## src/logic/asp_pkg.sv

```systemverilog
package asp_pkg;

    // ----------------------------------------------------------------
    // Frame layout
    // ----------------------------------------------------------------
    localparam int FRAME_BITS      = 32;
    localparam int CFG_BITS        = 13;
    localparam int PREFIX_BITS     = 3;
    localparam int ADDR_BITS       = 5;
    localparam int SPEED_BITS      = 5;
    localparam int RESULT_BITS     = 30;

    localparam logic [2:0] PREFIX_UPDATE = 3'h5;
    localparam logic [2:0] PREFIX_KEEP_A = 3'h0;
    localparam logic [2:0] PREFIX_KEEP_B = 3'h4;

    // ----------------------------------------------------------------
    // Reset selections and timing
    // ----------------------------------------------------------------
    localparam logic [4:0] ADDR_RST       = 5'h00;
    localparam logic [4:0] SPEED_RST      = 5'h01;
    localparam logic [4:0] SPEED_KEEP     = 5'h00;
    localparam int         CLK_MHZ        = 250;
    localparam int         SCK_HALF_NS    = 16;
    localparam int         SCK_HALF_CYC   = (SCK_HALF_NS * CLK_MHZ) / 1000;
    localparam int         CONV_CYC_DEF   = 1000;

    // Channel and reference address, bit order as shifted in
    typedef struct packed {
        logic single_ended_select;
        logic polarity_swap;
        logic global_ref_select;
        logic pair_addr_hi;
        logic pair_addr_lo;
    } asp_addr_t;

    typedef struct packed {
        asp_addr_t  addr;
        logic [4:0] speed;
    } asp_cfg_t;

    // Decoded input routing
    typedef struct packed {
        logic [3:0] pos_sel;
        logic [3:0] neg_sel;
        logic [2:0] ref_sel;
    } asp_route_t;

    typedef enum logic [3:0] {
        ST_CONV  = 4'b0001,
        ST_SLEEP = 4'b0010,
        ST_DOUT  = 4'b0100,
        ST_IDLE  = 4'b1000
    } asp_state_t;

endpackage

```

## src/logic/asp_fifo.sv

```systemverilog
`timescale 1ns/1ns
module asp_fifo #(
    parameter int WIDTH = 30,
    parameter int DEPTH = 16
) (
    input  wire logic             clk_sys,
    input  wire logic             srst,
    input  wire logic             in_valid,
    output logic                  in_ready,
    input  wire logic [WIDTH-1:0] in_data,
    output logic                  out_valid,
    input  wire logic             out_ready,
    output logic      [WIDTH-1:0] out_data
);
    localparam int AW = $clog2(DEPTH);

    logic [WIDTH-1:0] mem_r [DEPTH];
    logic [AW-1:0]    wr_r;
    logic [AW-1:0]    rd_r;
    logic [AW:0]      cnt_r;
    logic [AW:0]      cnt_nxt;
    logic             push;
    logic             pop;

    assign cnt_nxt   = cnt_r + (AW+1)'(push) - (AW+1)'(pop);
    assign out_valid = (cnt_r != '0);
    assign out_data  = mem_r[rd_r];
    assign push      = in_valid & in_ready;
    assign pop       = out_valid & out_ready;

    always_ff @(posedge clk_sys) begin
        if (push) begin
            mem_r[wr_r] <= in_data;
        end
    end

    always_ff @(posedge clk_sys) begin
        if (srst) begin
            wr_r  <= '0;
            rd_r  <= '0;
            cnt_r <= '0;
            in_ready <= 1'b1;
        end else begin
            if (push) begin
                wr_r <= (wr_r == AW'(DEPTH-1)) ? '0 : wr_r + 1'b1;
            end
            if (pop) begin
                rd_r <= (rd_r == AW'(DEPTH-1)) ? '0 : rd_r + 1'b1;
            end
            cnt_r <= cnt_nxt;
            in_ready <= (cnt_nxt != (AW+1)'(DEPTH));
        end
    end
endmodule // asp_fifo

```

## src/logic/asp_serial_port.sv

```systemverilog
`timescale 1ns/1ns
module asp_serial_port
    import asp_pkg::*;
#(
    parameter int CONV_CYC  = CONV_CYC_DEF,
    parameter int FIFO_DEPTH = 16
) (
    input  wire logic                   clk_sys,
    input  wire logic                   srst,
    input  wire logic                   clock_source_select,
    input  wire logic                   cs_n,
    input  wire logic                   sck_in,
    output logic                        sck_out,
    output logic                        sck_oe_n,
    input  wire logic                   sdi,
    output logic                        sdo_out,
    output logic                        sdo_oe_n,
    input  wire logic                   result_valid,
    output logic                        result_ready,
    input  wire logic [RESULT_BITS-1:0] result_data,
    output asp_cfg_t                    cfg_active,
    output asp_route_t                  route_active,
    output logic                        conv_busy,
    output logic                        conv_start
);
    // ----------------------------------------------------------------
    // Pin synchronisers
    // ----------------------------------------------------------------
    logic [1:0] cs_s_r;
    logic [1:0] sck_s_r;
    logic [1:0] sdi_s_r;
    logic [1:0] ext_s_r;
    logic       cs_d_r;
    logic       sck_d_r;
    logic       int_mode;
    logic       sck_eff;
    logic       sck_rise;
    logic       sck_fall;
    logic       cs_rise;
    logic       cs_low;
    logic [7:0] div_r;
    logic       int_sck_r;
    asp_state_t state_r;

    always_ff @(posedge clk_sys) begin
        if (srst) begin
            cs_s_r  <= 2'h3;
            sck_s_r <= 2'h0;
            sdi_s_r <= 2'h0;
            ext_s_r <= 2'h0;
            cs_d_r  <= 1'b1;
            sck_d_r <= 1'b0;
        end else begin
            cs_s_r  <= {cs_s_r[0], cs_n};
            sck_s_r <= {sck_s_r[0], sck_in};
            sdi_s_r <= {sdi_s_r[0], sdi};
            ext_s_r <= {ext_s_r[0], clock_source_select};
            cs_d_r  <= cs_s_r[1];
            sck_d_r <= sck_eff;
        end
    end

    // ----------------------------------------------------------------
    // Edge detection
    // ----------------------------------------------------------------
    // SCK is ignored while CS is high, so edges count only when selected
    assign int_mode = ext_s_r[1];
    assign cs_low   = ~cs_s_r[1];
    assign sck_eff  = int_mode ? int_sck_r : sck_s_r[1];
    assign sck_rise = sck_eff & ~sck_d_r & cs_low;
    assign sck_fall = ~sck_eff & sck_d_r & cs_low;
    assign cs_rise  = cs_s_r[1] & ~cs_d_r;

    // ----------------------------------------------------------------
    // Internal clock generator
    // ----------------------------------------------------------------
    // Runs only while a frame may move, so the host sees no stray edges
    always_ff @(posedge clk_sys) begin
        if (srst) begin
            div_r     <= '0;
            int_sck_r <= 1'b0;
        end else if (int_mode && cs_low && state_r != ST_CONV) begin
            if (div_r == 8'(SCK_HALF_CYC - 1)) begin
                div_r     <= '0;
                int_sck_r <= ~int_sck_r;
            end else begin
                div_r <= div_r + 8'h01;
            end
        end else begin
            div_r     <= '0;
            int_sck_r <= 1'b0;
        end
    end

    // Registered so a divider glitch never reaches the pin
    always_ff @(posedge clk_sys) begin
        if (srst) begin
            sck_out  <= 1'b0;
            sck_oe_n <= 1'b1;
        end else begin
            sck_out  <= int_sck_r;
            sck_oe_n <= ~int_mode;
        end
    end

    // ----------------------------------------------------------------
    // Conversion sequencer
    // ----------------------------------------------------------------
    logic [31:0]            conv_cnt_r;
    logic [5:0]             bit_cnt_r;
    logic [FRAME_BITS-1:0]  shift_r;
    logic [RESULT_BITS-1:0] last_result_r;
    logic                   frame_end;
    logic                   conv_done;

    assign frame_end = (state_r == ST_DOUT) && sck_fall
                       && (bit_cnt_r == 6'(FRAME_BITS - 1));
    assign conv_done = (state_r == ST_CONV) && (conv_cnt_r == 32'(CONV_CYC - 1));

    always_ff @(posedge clk_sys) begin
        if (srst) begin
            state_r <= ST_CONV;
        end else begin
            case (state_r)
                ST_CONV: begin
                    if (conv_done) begin
                        state_r <= ST_SLEEP;
                    end
                end
                ST_SLEEP: begin
                    if (sck_rise) begin
                        state_r <= ST_DOUT;
                    end
                end
                ST_DOUT: begin
                    if (cs_rise || frame_end) begin
                        state_r <= ST_CONV;
                    end
                end
                default: begin
                    state_r <= ST_CONV;
                end
            endcase
        end
    end

    // Counts only inside a conversion, so every conversion starts from zero
    always_ff @(posedge clk_sys) begin
        if (srst || state_r != ST_CONV) begin
            conv_cnt_r <= '0;
        end else begin
            conv_cnt_r <= conv_cnt_r + 32'h0000_0001;
        end
    end

    // ----------------------------------------------------------------
    // Status outputs
    // ----------------------------------------------------------------
    // The start pulse marks the edge where new selections go live
    always_ff @(posedge clk_sys) begin
        if (srst) begin
            conv_start <= 1'b1;
            conv_busy  <= 1'b1;
        end else begin
            conv_start <= (state_r == ST_DOUT) && (cs_rise || frame_end);
            conv_busy  <= (state_r == ST_CONV) && !conv_done;
        end
    end

    // ----------------------------------------------------------------
    // Result intake from the converter core through the FIFO
    // ----------------------------------------------------------------
    logic                   fifo_valid;
    logic [RESULT_BITS-1:0] fifo_data;
    logic                   fifo_ready;

    // The oldest queued result is taken; one entry drains on each finished conversion
    assign fifo_ready = conv_done;

    asp_fifo #(
        .WIDTH (RESULT_BITS),
        .DEPTH (FIFO_DEPTH)
    ) u_fifo (
        .clk_sys   (clk_sys),
        .srst      (srst),
        .in_valid  (result_valid),
        .in_ready  (result_ready),
        .in_data   (result_data),
        .out_valid (fifo_valid),
        .out_ready (fifo_ready),
        .out_data  (fifo_data)
    );

    // ----------------------------------------------------------------
    // Result capture
    // ----------------------------------------------------------------
    // Core supplies {sign, 24-bit result, 5 sub steps} already coded
    // Without a fresh result the previous one repeats
    always_ff @(posedge clk_sys) begin
        if (srst) begin
            last_result_r <= '0;
        end else if (conv_done && fifo_valid) begin
            last_result_r <= fifo_data;
        end
    end

    // ----------------------------------------------------------------
    // Output shifter
    // ----------------------------------------------------------------
    always_ff @(posedge clk_sys) begin
        if (srst) begin
            shift_r   <= '0;
            bit_cnt_r <= '0;
        end else if (state_r == ST_SLEEP) begin
            // Frame head is the done flag low, then the dummy bit low
            shift_r   <= {1'b0, 1'b0, last_result_r};
            bit_cnt_r <= '0;
        end else if (state_r == ST_DOUT && sck_fall) begin
            shift_r   <= {shift_r[FRAME_BITS-2:0], 1'b0};
            bit_cnt_r <= bit_cnt_r + 6'h01;
        end
    end

    // ----------------------------------------------------------------
    // Data output driver
    // ----------------------------------------------------------------
    always_ff @(posedge clk_sys) begin
        if (srst) begin
            sdo_out  <= 1'b1;
            sdo_oe_n <= 1'b1;
        end else begin
            sdo_oe_n <= ~cs_low;
            case (state_r)
                ST_CONV:  sdo_out <= 1'b1;
                ST_SLEEP: sdo_out <= 1'b0;
                ST_DOUT:  sdo_out <= shift_r[FRAME_BITS-1];
                default:  sdo_out <= 1'b1;
            endcase
        end
    end

    // ----------------------------------------------------------------
    // Configuration receiver
    // ----------------------------------------------------------------
    logic [CFG_BITS-1:0] cfg_sh_r;
    logic [3:0]          cfg_cnt_r;
    asp_cfg_t            cfg_r;
    logic [2:0]          prefix;
    asp_cfg_t            rx_cfg;

    assign prefix = cfg_sh_r[CFG_BITS-1 -: PREFIX_BITS];
    assign rx_cfg = cfg_sh_r[ADDR_BITS+SPEED_BITS-1:0];

    // Bits sampled on rising SCK; the frame's first rise is the wake edge
    // The count stops at thirteen so late bits cannot touch the word
    always_ff @(posedge clk_sys) begin
        if (srst) begin
            cfg_sh_r  <= '0;
            cfg_cnt_r <= '0;
        end else if (state_r == ST_SLEEP && !sck_rise) begin
            cfg_cnt_r <= '0;
        end else if ((state_r == ST_SLEEP || state_r == ST_DOUT) && sck_rise
                     && cfg_cnt_r != 4'(CFG_BITS)) begin
            cfg_sh_r  <= {cfg_sh_r[CFG_BITS-2:0], sdi_s_r[1]};
            cfg_cnt_r <= cfg_cnt_r + 4'h1;
        end
    end

    // ----------------------------------------------------------------
    // Configuration apply
    // ----------------------------------------------------------------
    // Selections take effect at the start of the next conversion
    always_ff @(posedge clk_sys) begin
        if (srst) begin
            cfg_r <= {ADDR_RST, SPEED_RST};
        end else if (state_r == ST_DOUT && (cs_rise || frame_end)
                     && cfg_cnt_r == 4'(CFG_BITS)
                     && prefix == PREFIX_UPDATE) begin
            cfg_r.addr <= rx_cfg.addr;
            if (rx_cfg.speed != SPEED_KEEP) begin
                cfg_r.speed <= rx_cfg.speed;
            end
        end
    end

    // ----------------------------------------------------------------
    // Input and reference routing
    // ----------------------------------------------------------------
    logic [1:0] pair;
    logic [3:0] even_ch;
    logic [3:0] odd_ch;

    assign pair    = {cfg_r.addr.pair_addr_hi, cfg_r.addr.pair_addr_lo};
    assign even_ch = {1'b0, pair, 1'b0};
    assign odd_ch  = {1'b0, pair, 1'b1};

    // Code 8 on a select stands for the common negative input
    // Differential and single-ended share the positive pick
    always_ff @(posedge clk_sys) begin
        if (srst) begin
            route_active <= '{pos_sel: 4'h0, neg_sel: 4'h1, ref_sel: 3'h0};
            cfg_active   <= {ADDR_RST, SPEED_RST};
        end else begin
            cfg_active <= cfg_r;
            if (cfg_r.addr.single_ended_select) begin
                route_active.pos_sel <= cfg_r.addr.polarity_swap ? odd_ch : even_ch;
                route_active.neg_sel <= 4'h8;
            end else begin
                route_active.pos_sel <= cfg_r.addr.polarity_swap ? odd_ch : even_ch;
                route_active.neg_sel <= cfg_r.addr.polarity_swap ? even_ch : odd_ch;
            end
            route_active.ref_sel <= cfg_r.addr.global_ref_select ? 3'h4 : {1'b0, pair};
        end
    end
endmodule // asp_serial_port

```

## config.mk

```make
export PLATFORM = sky130hd
export DESIGN_NAME = asp_serial_port
export DESIGN_NICKNAME = d
export VERILOG_FILES = /design/src/logic/asp_pkg.sv /design/src/logic/asp_fifo.sv /design/src/logic/asp_serial_port.sv
export SDC_FILE = /design/constraint.sdc
export NUM_CORES = 1
export LEC_CHECK = 0
export BUFFER_PORTS_ARGS = -buffer_cell sky130_fd_sc_hd__buf_2
export CORE_ASPECT_RATIO = 2
export CORE_MARGIN = 2
export CORE_UTILIZATION = 62
export DETAILED_ROUTE_END_ITERATION = 12
export PLACE_DENSITY_LB_ADDON = 0.1
export REMOVE_ABC_BUFFERS = 1
export SYNTH_ARGS = -nofsm -noshare
export SYNTH_HDL_FRONTEND = slang
export SYNTH_SLANG_ARGS = --single-unit
```

## constraint.sdc

```tcl
create_clock -name clk_sys -period 4.2 [get_ports clk_sys]
set_input_delay 0.84 -clock clk_sys [delete_from_list [all_inputs] [get_ports clk_sys]]
set_output_delay 0.84 -clock clk_sys [all_outputs]
set_load 0.02 [all_outputs]
```

# --- Yosys cells after proc, flatten, opt, wreduce, memory -nomap -nowiden ---
# Memory sizes are Yosys's and may differ from the RTL's. A register that Yosys moved wholly into a read port is not among the register bits.
# Cells that the tools add are included.
classes:
  order_cmp: 0
  div_mod_pow: 0
  n_eq_ne: 16
  n_reduce_logical: 30
  bitwise: 15
  addsub: 8
  multipliers: 0
  n_mux: 16
  shift: 0
op_table:
  columns: ["operator", "count"]
  rows:
  - ["$mux W30", 2]
  - ["$add A32 B1 Y32 const B", 1]
  - ["$eq A32 B10 Y1 const B", 1]
  - ["$mux W4", 6]
  - ["$logic_and A1 B1 Y1", 13]
  - ["$add A4 B1 Y4 const B", 3]
  - ["$eq A4 B4 Y1 const B", 3]
  - ["$pmux W4 S3", 1]
  - ["$reduce_bool A5 Y1", 2]
  - ["$reduce_or A2 Y1", 5]
  - ["$add A8 B1 Y8 const B", 1]
  - ["$eq A8 B2 Y1 const B", 1]
  - ["$not A1 Y1", 8]
  - ["$and A1 B1 Y1", 7]
  - ["$add A6 B1 Y6 const B", 1]
  - ["$eq A6 B5 Y1 const B", 1]
  - ["$add A5 B1 Y5", 1]
  - ["$mux W1", 5]
  - ["$ne A5 B5 Y1 const B", 1]
  - ["$sub A5 B1 Y5", 1]
  - ["$eq A4 B1 Y1 const B", 1]
  - ["$eq A4 B2 Y1 const B", 1]
  - ["$eq A4 B3 Y1 const B", 1]
  - ["$ne A2 B2 Y1 const B", 2]
  - ["12 further kinds", 16]
word_totals:
  ramBits: 480
  latchBits: 0
  mem_count: 1
  romBits: 0
  in_bits: 37
  wordCells: 127
  register_bits: 159
  output_inout_bits: 28
memory_table:
  columns: ["name", "depth", "width", "rd", "rd_clocked_by_memory_dff", "wr", "line_no", "rtl"]
  rows:
  - ["u_fifo.mem_r", 16, 30, 1, 1, 1, "asp_fifo.sv:17", "logic [WIDTH-1:0] mem_r [DEPTH];"]

# --- Depth between registers and ports, before layout ---
# Gate-level depths: netlist of run 1.
logic_depth:
  ltp_word: 11
  ltp_mapped: 13
  depth_no_buf: 13

# --- By module ---
# A second synthesis of run 1 with hierarchy kept.
unflattened:
  hier_cells: 1599
  hier_area_um2: 26073.8
modules_own_cells:
  columns: ["module", "seq_area_each_um2", "area_per_inst_um2", "cells_per_inst", "instances"]
  rows:
  - ["asp_fifo", 14774.2, 19208.4, 846, 1]
  - ["asp_serial_port", 3383.2, 6865.3, 753, 1]

# --- Worst setup path after synthesis of run 1 ---
# No wires, ideal clock.
synth_path:
  kind: "input port to flip-flop"
  start: "input port result_valid"
  end: "memory u_fifo.mem_r[3][0], enable pin"
  path_buffers: 1
  required_ns: 3.746
  setup_ns: 0.454
  stages: 4
  setup_slack_ns: 0.275
  arrival_time_ns: 3.471
  path_cell_list: "and2_1 clkbuf_1 nand2_1 nor3_1"
synth_between:
  elab_chain_len: 3
synth_lines:
  columns: ["element", "line_no", "rtl"]
  rows:
  - ["from (decl)", "asp_serial_port.sv:18", "input wire logic result_valid,"]
  - ["$and A1 B1 Y1", "asp_fifo.sv:28", "assign push = in_valid & in_ready;"]
  - ["via u_fifo.push", "asp_fifo.sv:22", "logic push;"]
  - ["$mux W1", "asp_fifo.sv:32", "if (push) begin"]
  - ["$mux W1 (not written as such)", "asp_fifo.sv:33", "mem_r[wr_r] <= in_data;"]
  - ["to (decl)", "asp_fifo.sv:17", null]
# The timed path passes the listed nets, and every way through them passes these cells.

# --- Worst setup path after layout of run 1 ---
layout_path:
  start: "register conv_cnt_r[0]"
  end: "register u_fifo.in_ready"
layout_between:
  elab_chain_len: 5
layout_lines:
  columns: ["element", "line_no", "rtl"]
  rows:
  - ["from (decl)", "asp_serial_port.sv:109", "logic [31:0] conv_cnt_r;"]
  - ["from (signal assigned)", "asp_serial_port.sv:152", "conv_cnt_r <= conv_cnt_r + 32'h0000_0001;"]
  - ["$eq A32 B10 Y1", "asp_serial_port.sv:118", "assign conv_done = (state_r == ST_CONV) && (conv_cnt_r == 32'(CONV_CYC - 1));"]
  - ["$logic_and A1 B1 Y1", "asp_serial_port.sv:118", null]
  - ["$and A1 B1 Y1", "asp_fifo.sv:29", "assign pop = out_valid & out_ready;"]
  - ["via u_fifo.pop", "asp_fifo.sv:23", "logic pop;"]
  - ["$sub A5 B1 Y5", "asp_fifo.sv:25", "assign cnt_nxt = cnt_r + (AW+1)'(push) - (AW+1)'(pop);"]
  - ["$ne A5 B5 Y1", "asp_fifo.sv:51", "in_ready <= (cnt_nxt != (AW+1)'(DEPTH));"]
  - ["to (signal assigned)", "asp_fifo.sv:51", null]
  - ["to (decl)", "asp_fifo.sv:9", "output logic in_ready,"]
# The timed path passes the listed nets, and every way through them passes these cells.
# A chain may end at the register's enable or synchronous reset.

==> results of run 1 <==
==> power by group through the flow <==
stage / combinational, mW / clock [mW] / sequential, mW
floorplan: 0.318 / 0 / 7.37
global placement: 0.586 / 0 / 7.36
detailed placement: 0.601 / 0 / 7.37
CTS: 0.606 / 5.22 / 7.23
global route: 0.649 / 5.47 / 7.23
finish: 0.597 / 5.13 / 7.23
==> synthesized netlist by cell type (2+ instances only) <==
cell,instances,area (sq um)
a22oi_1,60,450
nor2_1,128,480
and3_1,13,81.3
or2_2,3,18.8
buf_4,8,60.1
nand4_1,19,119
mux2i_1,140,1400
o21ai_0,6,30.0
o31ai_1,33,248
or4_1,5,37.5
nor3b_1,8,60.1
nand2b_1,3,18.8
mux4_2,60,1350
or3b_2,2,17.5
nand3_1,17,85.1
a21o_1,9,67.6
nor3_1,11,55.1
edfxtp_1,480,14400
o211ai_1,2,15.0
clkbuf_1,63,236
buf_1,8,30.0
a311oi_1,30,263
ha_1,16,200
and2_1,34,213
xor2_1,32,280
inv_1,19,71.3
xnor2_1,13,114
or3_1,4,25.0
a21oi_1,13,65.1
nor4_1,7,43.8
a211oi_1,31,233
nor2b_1,22,138
dfxtp_1,183,3660
nand2_1,155,582
buf_2,23,115
==> layer usage <==
layer  track usage  vias up  share of wire
met2         0.490      384           0.56
li1              -     6472              -
met5             0        -              0
met1         0.301     7104           0.36
met4         0.111        0          0.039
met3        0.0248      115          0.037
==> metrics by stage <==
stage	cell area (sq um)	hold WS (ns)	setup slack, ns	power, mW	setup TNS [ns]
after floorplan	25100	0.385	-2.91	7.69	-93.17
after global placement	26600	0.408	0.703	7.95	0
after detailed placement	26600	0.423	0.557	7.97	0
after CTS	28400	0.417	0.516	13.1	0
after global routing	28400	0.428	0.308	13.4	0
final	28400	0.439	0.489	13.0	0
==> critical path, stage by stage, from the launching register on <==
cell and delay (ns):
dfxtp_1 0.37, ha_1 0.25, nor4bb_1 0.30, nand4_1 0.26, nor4_4 0.61, ha_1 0.23, inv_1 0.04, ha_1 0.20
fa_1 0.42, a21oi_1 0.18, nor2_1 0.06, or3_1 0.34, a21oi_1 0.19, nand4_1 0.11
==> cell families after synthesis <==
family,Yosys count
DFF,663
AOI/OAI and AO/OA,191
adders and majority gates,17
and+or+nand+nor,440
xor gates and xnor gates,45
muxes,201
other,1
buffers and inverters,121
==> layout make-up <==
type / instances / area (sq um)
Clock buffer: 77 / 1540
Clock inverter: 22 / 263
Fill cell: 2773 / 12500
Inverter: 19 / 71.3
Multi-Input combinational cell: 895 / 7020
Sequential cell: 663 / 18100
Tap cell: 535 / 669
Timing Repair Buffer: 113 / 716
==> path summary, 6_finish.rpt <==
kind / slack (ns) / startpoint / end
worst max-delay path: 0.49 / conv_cnt_r[0]$_SDFF_PP0_ / u_fifo.in_ready$_SDFF_PP1_
worst min-delay path: 0.44 / cfg_r[9]$_SDFFE_PP0P_ / route_active[5]$_SDFF_PP0_
worst max register to register: 0.49 / conv_cnt_r[0]$_SDFF_PP0_ / u_fifo.in_ready$_SDFF_PP1_
worst min register to register: 0.44 / cfg_r[9]$_SDFFE_PP0P_ / route_active[5]$_SDFF_PP0_
==> state kept, by name, indices dropped and copies added, names as in the netlist, 3 cells and up <==
register	cells
bit_cnt_r	6
cfg_active	8
cfg_cnt_r	4
cfg_r	10
cfg_sh_r	13
conv_cnt_r	32
div_r	8
last_result_r	30
route_active	7
shift_r	32
state_r	3
u_fifo.cnt_r	5
u_fifo.mem_r	480
u_fifo.rd_r	4
u_fifo.wr_r	4
==> flow_summary.json, run 1 <==
{
  "start_kind": "flop",
  "cts.clk_slew.worst_paths_ns": 0.07,
  "gr-usage-all-layers": 0.261,
  "intPower_mw": 10.3,
  "clock_sink_count": 663,
  "io_pins": 65,
  "nets": 1799,
  "first_iter_violations": 904,
  "hold_viol": 0,
  "instances_no_fill": 2324,
  "relSlewSlack": 0.312,
  "crit_fanout": 6,
  "fin_crit_sh": 0.884,
  "fp.coreArea_sq_um": 40900,
  "postLayoutCoreUtil": 0.694,
  "p_clk_frac": 0.396,
  "avgViaCountPerCell": 6.06,
  "die_w_microns": 147,
  "dieHeight_microns": 291,
  "synth_top_family_by_area": "multiplexers",
  "start_util": 0.624,
  "numCtsBuffers": 53,
  "area_delta_synth_final_pct": 11.3,
  "wl_per_cell_microns": 23.6,
  "critPathKind": "flop to flop",
  "clock.fmax_mhz": 269,
  "num_rows": 105,
  "clk_path_buf_depth": 3,
  "cts_hold_buf": 0,
  "seqPwrFrac": 0.558,
  "grt_pass1_vias": 14832,
  "grt_pass1_wl_microns": 83900,
  "drv_slew": 0,
  "yosys.area_share.xor_xnor": 0.0155,
  "syn_area_per_cell_sq_um": 15.2,
  "async_flop_share": 0,
  "grt_setup_unrepaired": "false",
  "synth_cells": 1679,
  "root_buffer": "clkbuf_16",
  "layout_common_cells": "edfxtp_1 (480), dfxtp_1 (181), nand2_1 (155), mux2i_1 (140), nor2_1 (115)",
  "die_area_sq_um": 42900,
  "combPwrFrac": 0.046,
  "status": "finished clean",
  "switching_power_mw": 2.65,
  "hold_depth": 1,
  "rr_worst_depth": 13,
  "hpwl_microns": 34100,
  "dp_cells": 2225,
  "cts_tree": "yes",
  "final-setup-viol-count": 0,
  "synth_mux_area_frac": 0.109,
  "drtAntennaViolNets": 0,
  "cts-resized-gates": 0,
  "drc": 0,
  "yosysWarnings": 0,
  "max_cap_violations": 0,
  "gp_congestion": 0.800,
  "period_needed_ns": 3.71,
  "yosys.area_share.adder": 0.00864,
  "synthFlopType": "edfxtp_1",
  "swShare": 0.205,
  "diodes": 0,
  "drt_first_pass_iters": 5,
  "final_common_cell": "edfxtp_1",
  "synth_simple_gate_area_share": 0.0812,
  "min_path_type": "flop to flop",
  "cts_max_level": 2,
  "crit_arrival_ns": 4.17,
  "ys_ff_latch": 663,
  "vdd_drop_max_mv": 0.512,
  "grt_max_degree": 66,
  "power.density_nw_per_um2": 457,
  "gr-total-overflow": 0,
  "vias": 14075,
  "worstSetupEndpointType": "flop",
  "clock_latency_ns": 0.59,
  "synth_compound_area_frac": 0.0567,
  "final_layout_size_suffix_gt1_frac": 0.160,
  "io_buffers": 63,
  "yosysSeqAreaShare": 0.709,
  "synth_edf_count": 480,
  "synthesis.area_sq_um": 25500,
  "synth_cell_types": 54,
  "leakage_nw": 9.33,
  "skew_ns": 0.0103,
  "post_cts_buffers": 0,
  "worst_slew_pin_slew_ns": 1.03,
  "drt-total-wl_microns": 54900,
  "antenna_found_initial": 0,
  "cp.required_ns": 4.66
}
No activity file was read; power rests on OpenSTA's default activity.
==> run 2, diff against run 1 <==
--- a/config.mk
+++ b/config.mk
@@ -10,7 +10,9 @@
 export CORE_MARGIN = 2
 export CORE_UTILIZATION = 62
 export DETAILED_ROUTE_END_ITERATION = 12
+export GPL_ROUTABILITY_DRIVEN = 0
 export PLACE_DENSITY_LB_ADDON = 0.1
+export RECOVER_POWER = 25
 export REMOVE_ABC_BUFFERS = 1
 export SYNTH_ARGS = -nofsm -noshare
 export SYNTH_HDL_FRONTEND = slang
==> run 2 against run 1 <==
- sequential share of layout area increased by 0.059 points
- final cell count unchanged
- clock skew decreased by 0.00059 ns
- critical endpoint unchanged
- largest power group unchanged
- highest routed layer unchanged
==> flow_summary.json, run 2 (synthesis gave the netlist of run 1 again) <==
{
  "hold_start": "cfg_r[9]$_SDFFE_PP0P_",
  "num_rows": 105,
  "largestRegisters": "u_fifo.mem_r (480), conv_cnt_r (32), shift_r (32)",
  "hpwl_microns": 34100,
  "clk_path_buf_depth": 3,
  "final_common_cell": "edfxtp_1",
  "first_iter_violations": 896,
  "regMostFlops": "u_fifo.mem_r",
  "layout_common_cells": "edfxtp_1 (480), dfxtp_1 (181), nand2_1 (155), mux2i_1 (140), nor2_1 (115)",
  "place_area_sq_um": 26600,
  "die_w_microns": 147,
  "cts_hold_buf": 0,
  "grt_pass1_wl_microns": 83900,
  "seqCellArea_sq_um": 18100,
  "combPwrFrac": 0.046,
  "switching_power_mw": 2.65,
  "leakage_nw": 9.27,
  "die_area_sq_um": 42900,
  "wl_per_cell_microns": 23.6,
  "start_util": 0.624,
  "final-setup-viol-count": 0,
  "p_clk_frac": 0.396,
  "seqPwrFrac": 0.558,
  "cts-resized-gates": 0,
  "cts_max_level": 2,
  "r2r-start": "conv_cnt_r[0]$_SDFF_PP0_",
  "final_layout_size_suffix_gt1_frac": 0.148,
  "intPower_mw": 10.3,
  "area_delta_synth_final_pct": 11.2,
  "worst_slew_pin_slew_ns": 1.04,
  "worstSetupEndpointType": "flop",
  "crit_arrival_ns": 4.17,
  "nets": 1799,
  "crit_path_frequent_cell": "ha_1",
  "diodes": 0,
  "relSlewSlack": 0.306,
  "critPathKind": "flop to flop",
  "max_cap_violations": 0,
  "root_buffer": "clkbuf_16",
  "swShare": 0.205,
  "gr-total-overflow": 0,
  "cp_slowest_cell": "nor4_4",
  "clock.fmax_mhz": 269,
  "dp_cells": 2225,
  "skew_ns": 0.00975,
  "min_path_type": "flop to flop",
  "fill_cells": 2792,
  "path_cells": "ha_1, nor4bb_1, nand4_1, nor4_4, ha_1, inv_1, ha_1, fa_1, a21oi_1, nor2_1, or3_1, a21oi_1, nand4_1",
  "power.density_nw_per_um2": 457,
  "numCtsBuffers": 53,
  "crit_fanout": 6,
  "drc": 0,
  "grt_setup_unrepaired": "false",
  "drtAntennaViolNets": 0,
  "gr-usage-all-layers": 0.261,
  "fin_area_sq_um": 28300,
  "io_pins": 65,
  "fin_crit_sh": 0.884,
  "hold_depth": 1,
  "vias": 14124,
  "fp.coreArea_sq_um": 40900,
  "status": "finished clean",
  "hold_viol": 0,
  "clock_latency_ns": 0.59,
  "start_kind": "flop",
  "drv_slew": 0,
  "power.total_mw": 12.9,
  "vdd_drop_max_mv": 0.513,
  "avgViaCountPerCell": 6.08,
  "drt_first_pass_iters": 5,
  "largest_reg_flops": 480,
  "rr_worst_depth": 13,
  "dieHeight_microns": 291,
  "post_cts_buffers": 0,
  "instances_no_fill": 2324,
  "grt_max_degree": 66,
  "drt-total-wl_microns": 54900,
  "period_needed_ns": 3.71,
  "grt_pass1_vias": 14832,
  "clock_sink_count": 663,
  "cp.required_ns": 4.66,
  "crit_path_max_incr_delay_ns": 0.61,
  "timing.rr.end": "u_fifo.in_ready$_SDFF_PP1_",
  "rrSetupSlack_ns": 0.49,
  "hold_end": "route_active[5]$_SDFF_PP0_",
  "cts.clk_slew.worst_paths_ns": 0.07,
  "multi_input_area_sq_um": 7020,
  "antenna_found_initial": 0,
  "io_buffers": 63,
  "cts_tree": "yes"
}
-- run 2: cell count changes in the layout (fill, tap and decap cells not counted) --
cell      previous run  this run
buf_2               63        42
clkbuf_1            11        32
-- run 2: metal layers --
| layer | track usage | share of wire | vias up |
|---|---|---|---|
| li1 | - | - | 6468 |
| met1 | 0.301 | 0.36 | 7129 |
| met2 | 0.490 | 0.56 | 412 |
| met3 | 0.0248 | 0.040 | 115 |
| met4 | 0.111 | 0.040 | 0 |
| met5 | 0 | 0 | - |
-- run 2: critical path: cells and delay by family (launching register included) --
family | cells | cell delay [ns]
buffers and inverters | 1 | 0.04
flip-flops | 1 | 0.37
AO/OA/AOI/OAI | 2 | 0.37
AND/OR/NAND/NOR | 6 | 1.68
adder cells (fa/ha/maj) | 4 | 1.10
-- run 2: power groups by stage --
stage / clock, mW / combinational (mW) / sequential (mW)
floorplan: 0 / 0.318 / 7.37
finish: 5.13 / 0.594 / 7.23
detailed placement: 0 / 0.601 / 7.37
CTS: 5.22 / 0.606 / 7.23
global route: 5.47 / 0.646 / 7.24
global placement: 0 / 0.586 / 7.36
-- run 2: final cells by class --
cell class / instances / share of cell area
Inverter: 19 / 0.00252
Sequential cell: 663 / 0.638
Multi-Input combinational cell: 895 / 0.248
Tap cell: 535 / 0.0236
Clock inverter: 22 / 0.00927
Clock buffer: 77 / 0.0543
Timing Repair Buffer: 113 / 0.0243
-- run 2: worst max-delay path by stage --
stage / from / end / slack, ns / depth (start not counted)
4_1_cts: conv_cnt_r[0]$_SDFF_PP0_ / u_fifo.in_ready$_SDFF_PP1_ / 0.52 / 13
3_5_place_dp: conv_cnt_r[0]$_SDFF_PP0_ / u_fifo.in_ready$_SDFF_PP1_ / 0.56 / 13
6_report: conv_cnt_r[0]$_SDFF_PP0_ / u_fifo.in_ready$_SDFF_PP1_ / 0.49 / 13
3_3_place_gp: conv_cnt_r[0]$_SDFF_PP0_ / u_fifo.in_ready$_SDFF_PP1_ / 0.70 / 13
5_1_grt: conv_cnt_r[0]$_SDFF_PP0_ / u_fifo.in_ready$_SDFF_PP1_ / 0.31 / 13
2_1_floorplan: u_fifo.rd_r[0]$_SDFFE_PP0P_ / last_result_r[10]$_SDFFE_PP0P_ / -2.91 / 4
-- run 2: metrics by stage --
step / hold slack, ns / TNS [ns] / setup slack, ns / util
2_1_floorplan: 0.385 / -93.17 / -2.91 / -
3_3_place_gp: 0.408 / 0 / 0.703 / 0.650
3_5_place_dp: 0.423 / 0 / 0.557 / 0.650
4_1_cts: 0.417 / 0 / 0.516 / 0.694
5_1_grt: 0.428 / 0 / 0.308 / 0.694
6_report: 0.439 / 0 / 0.489 / 0.694
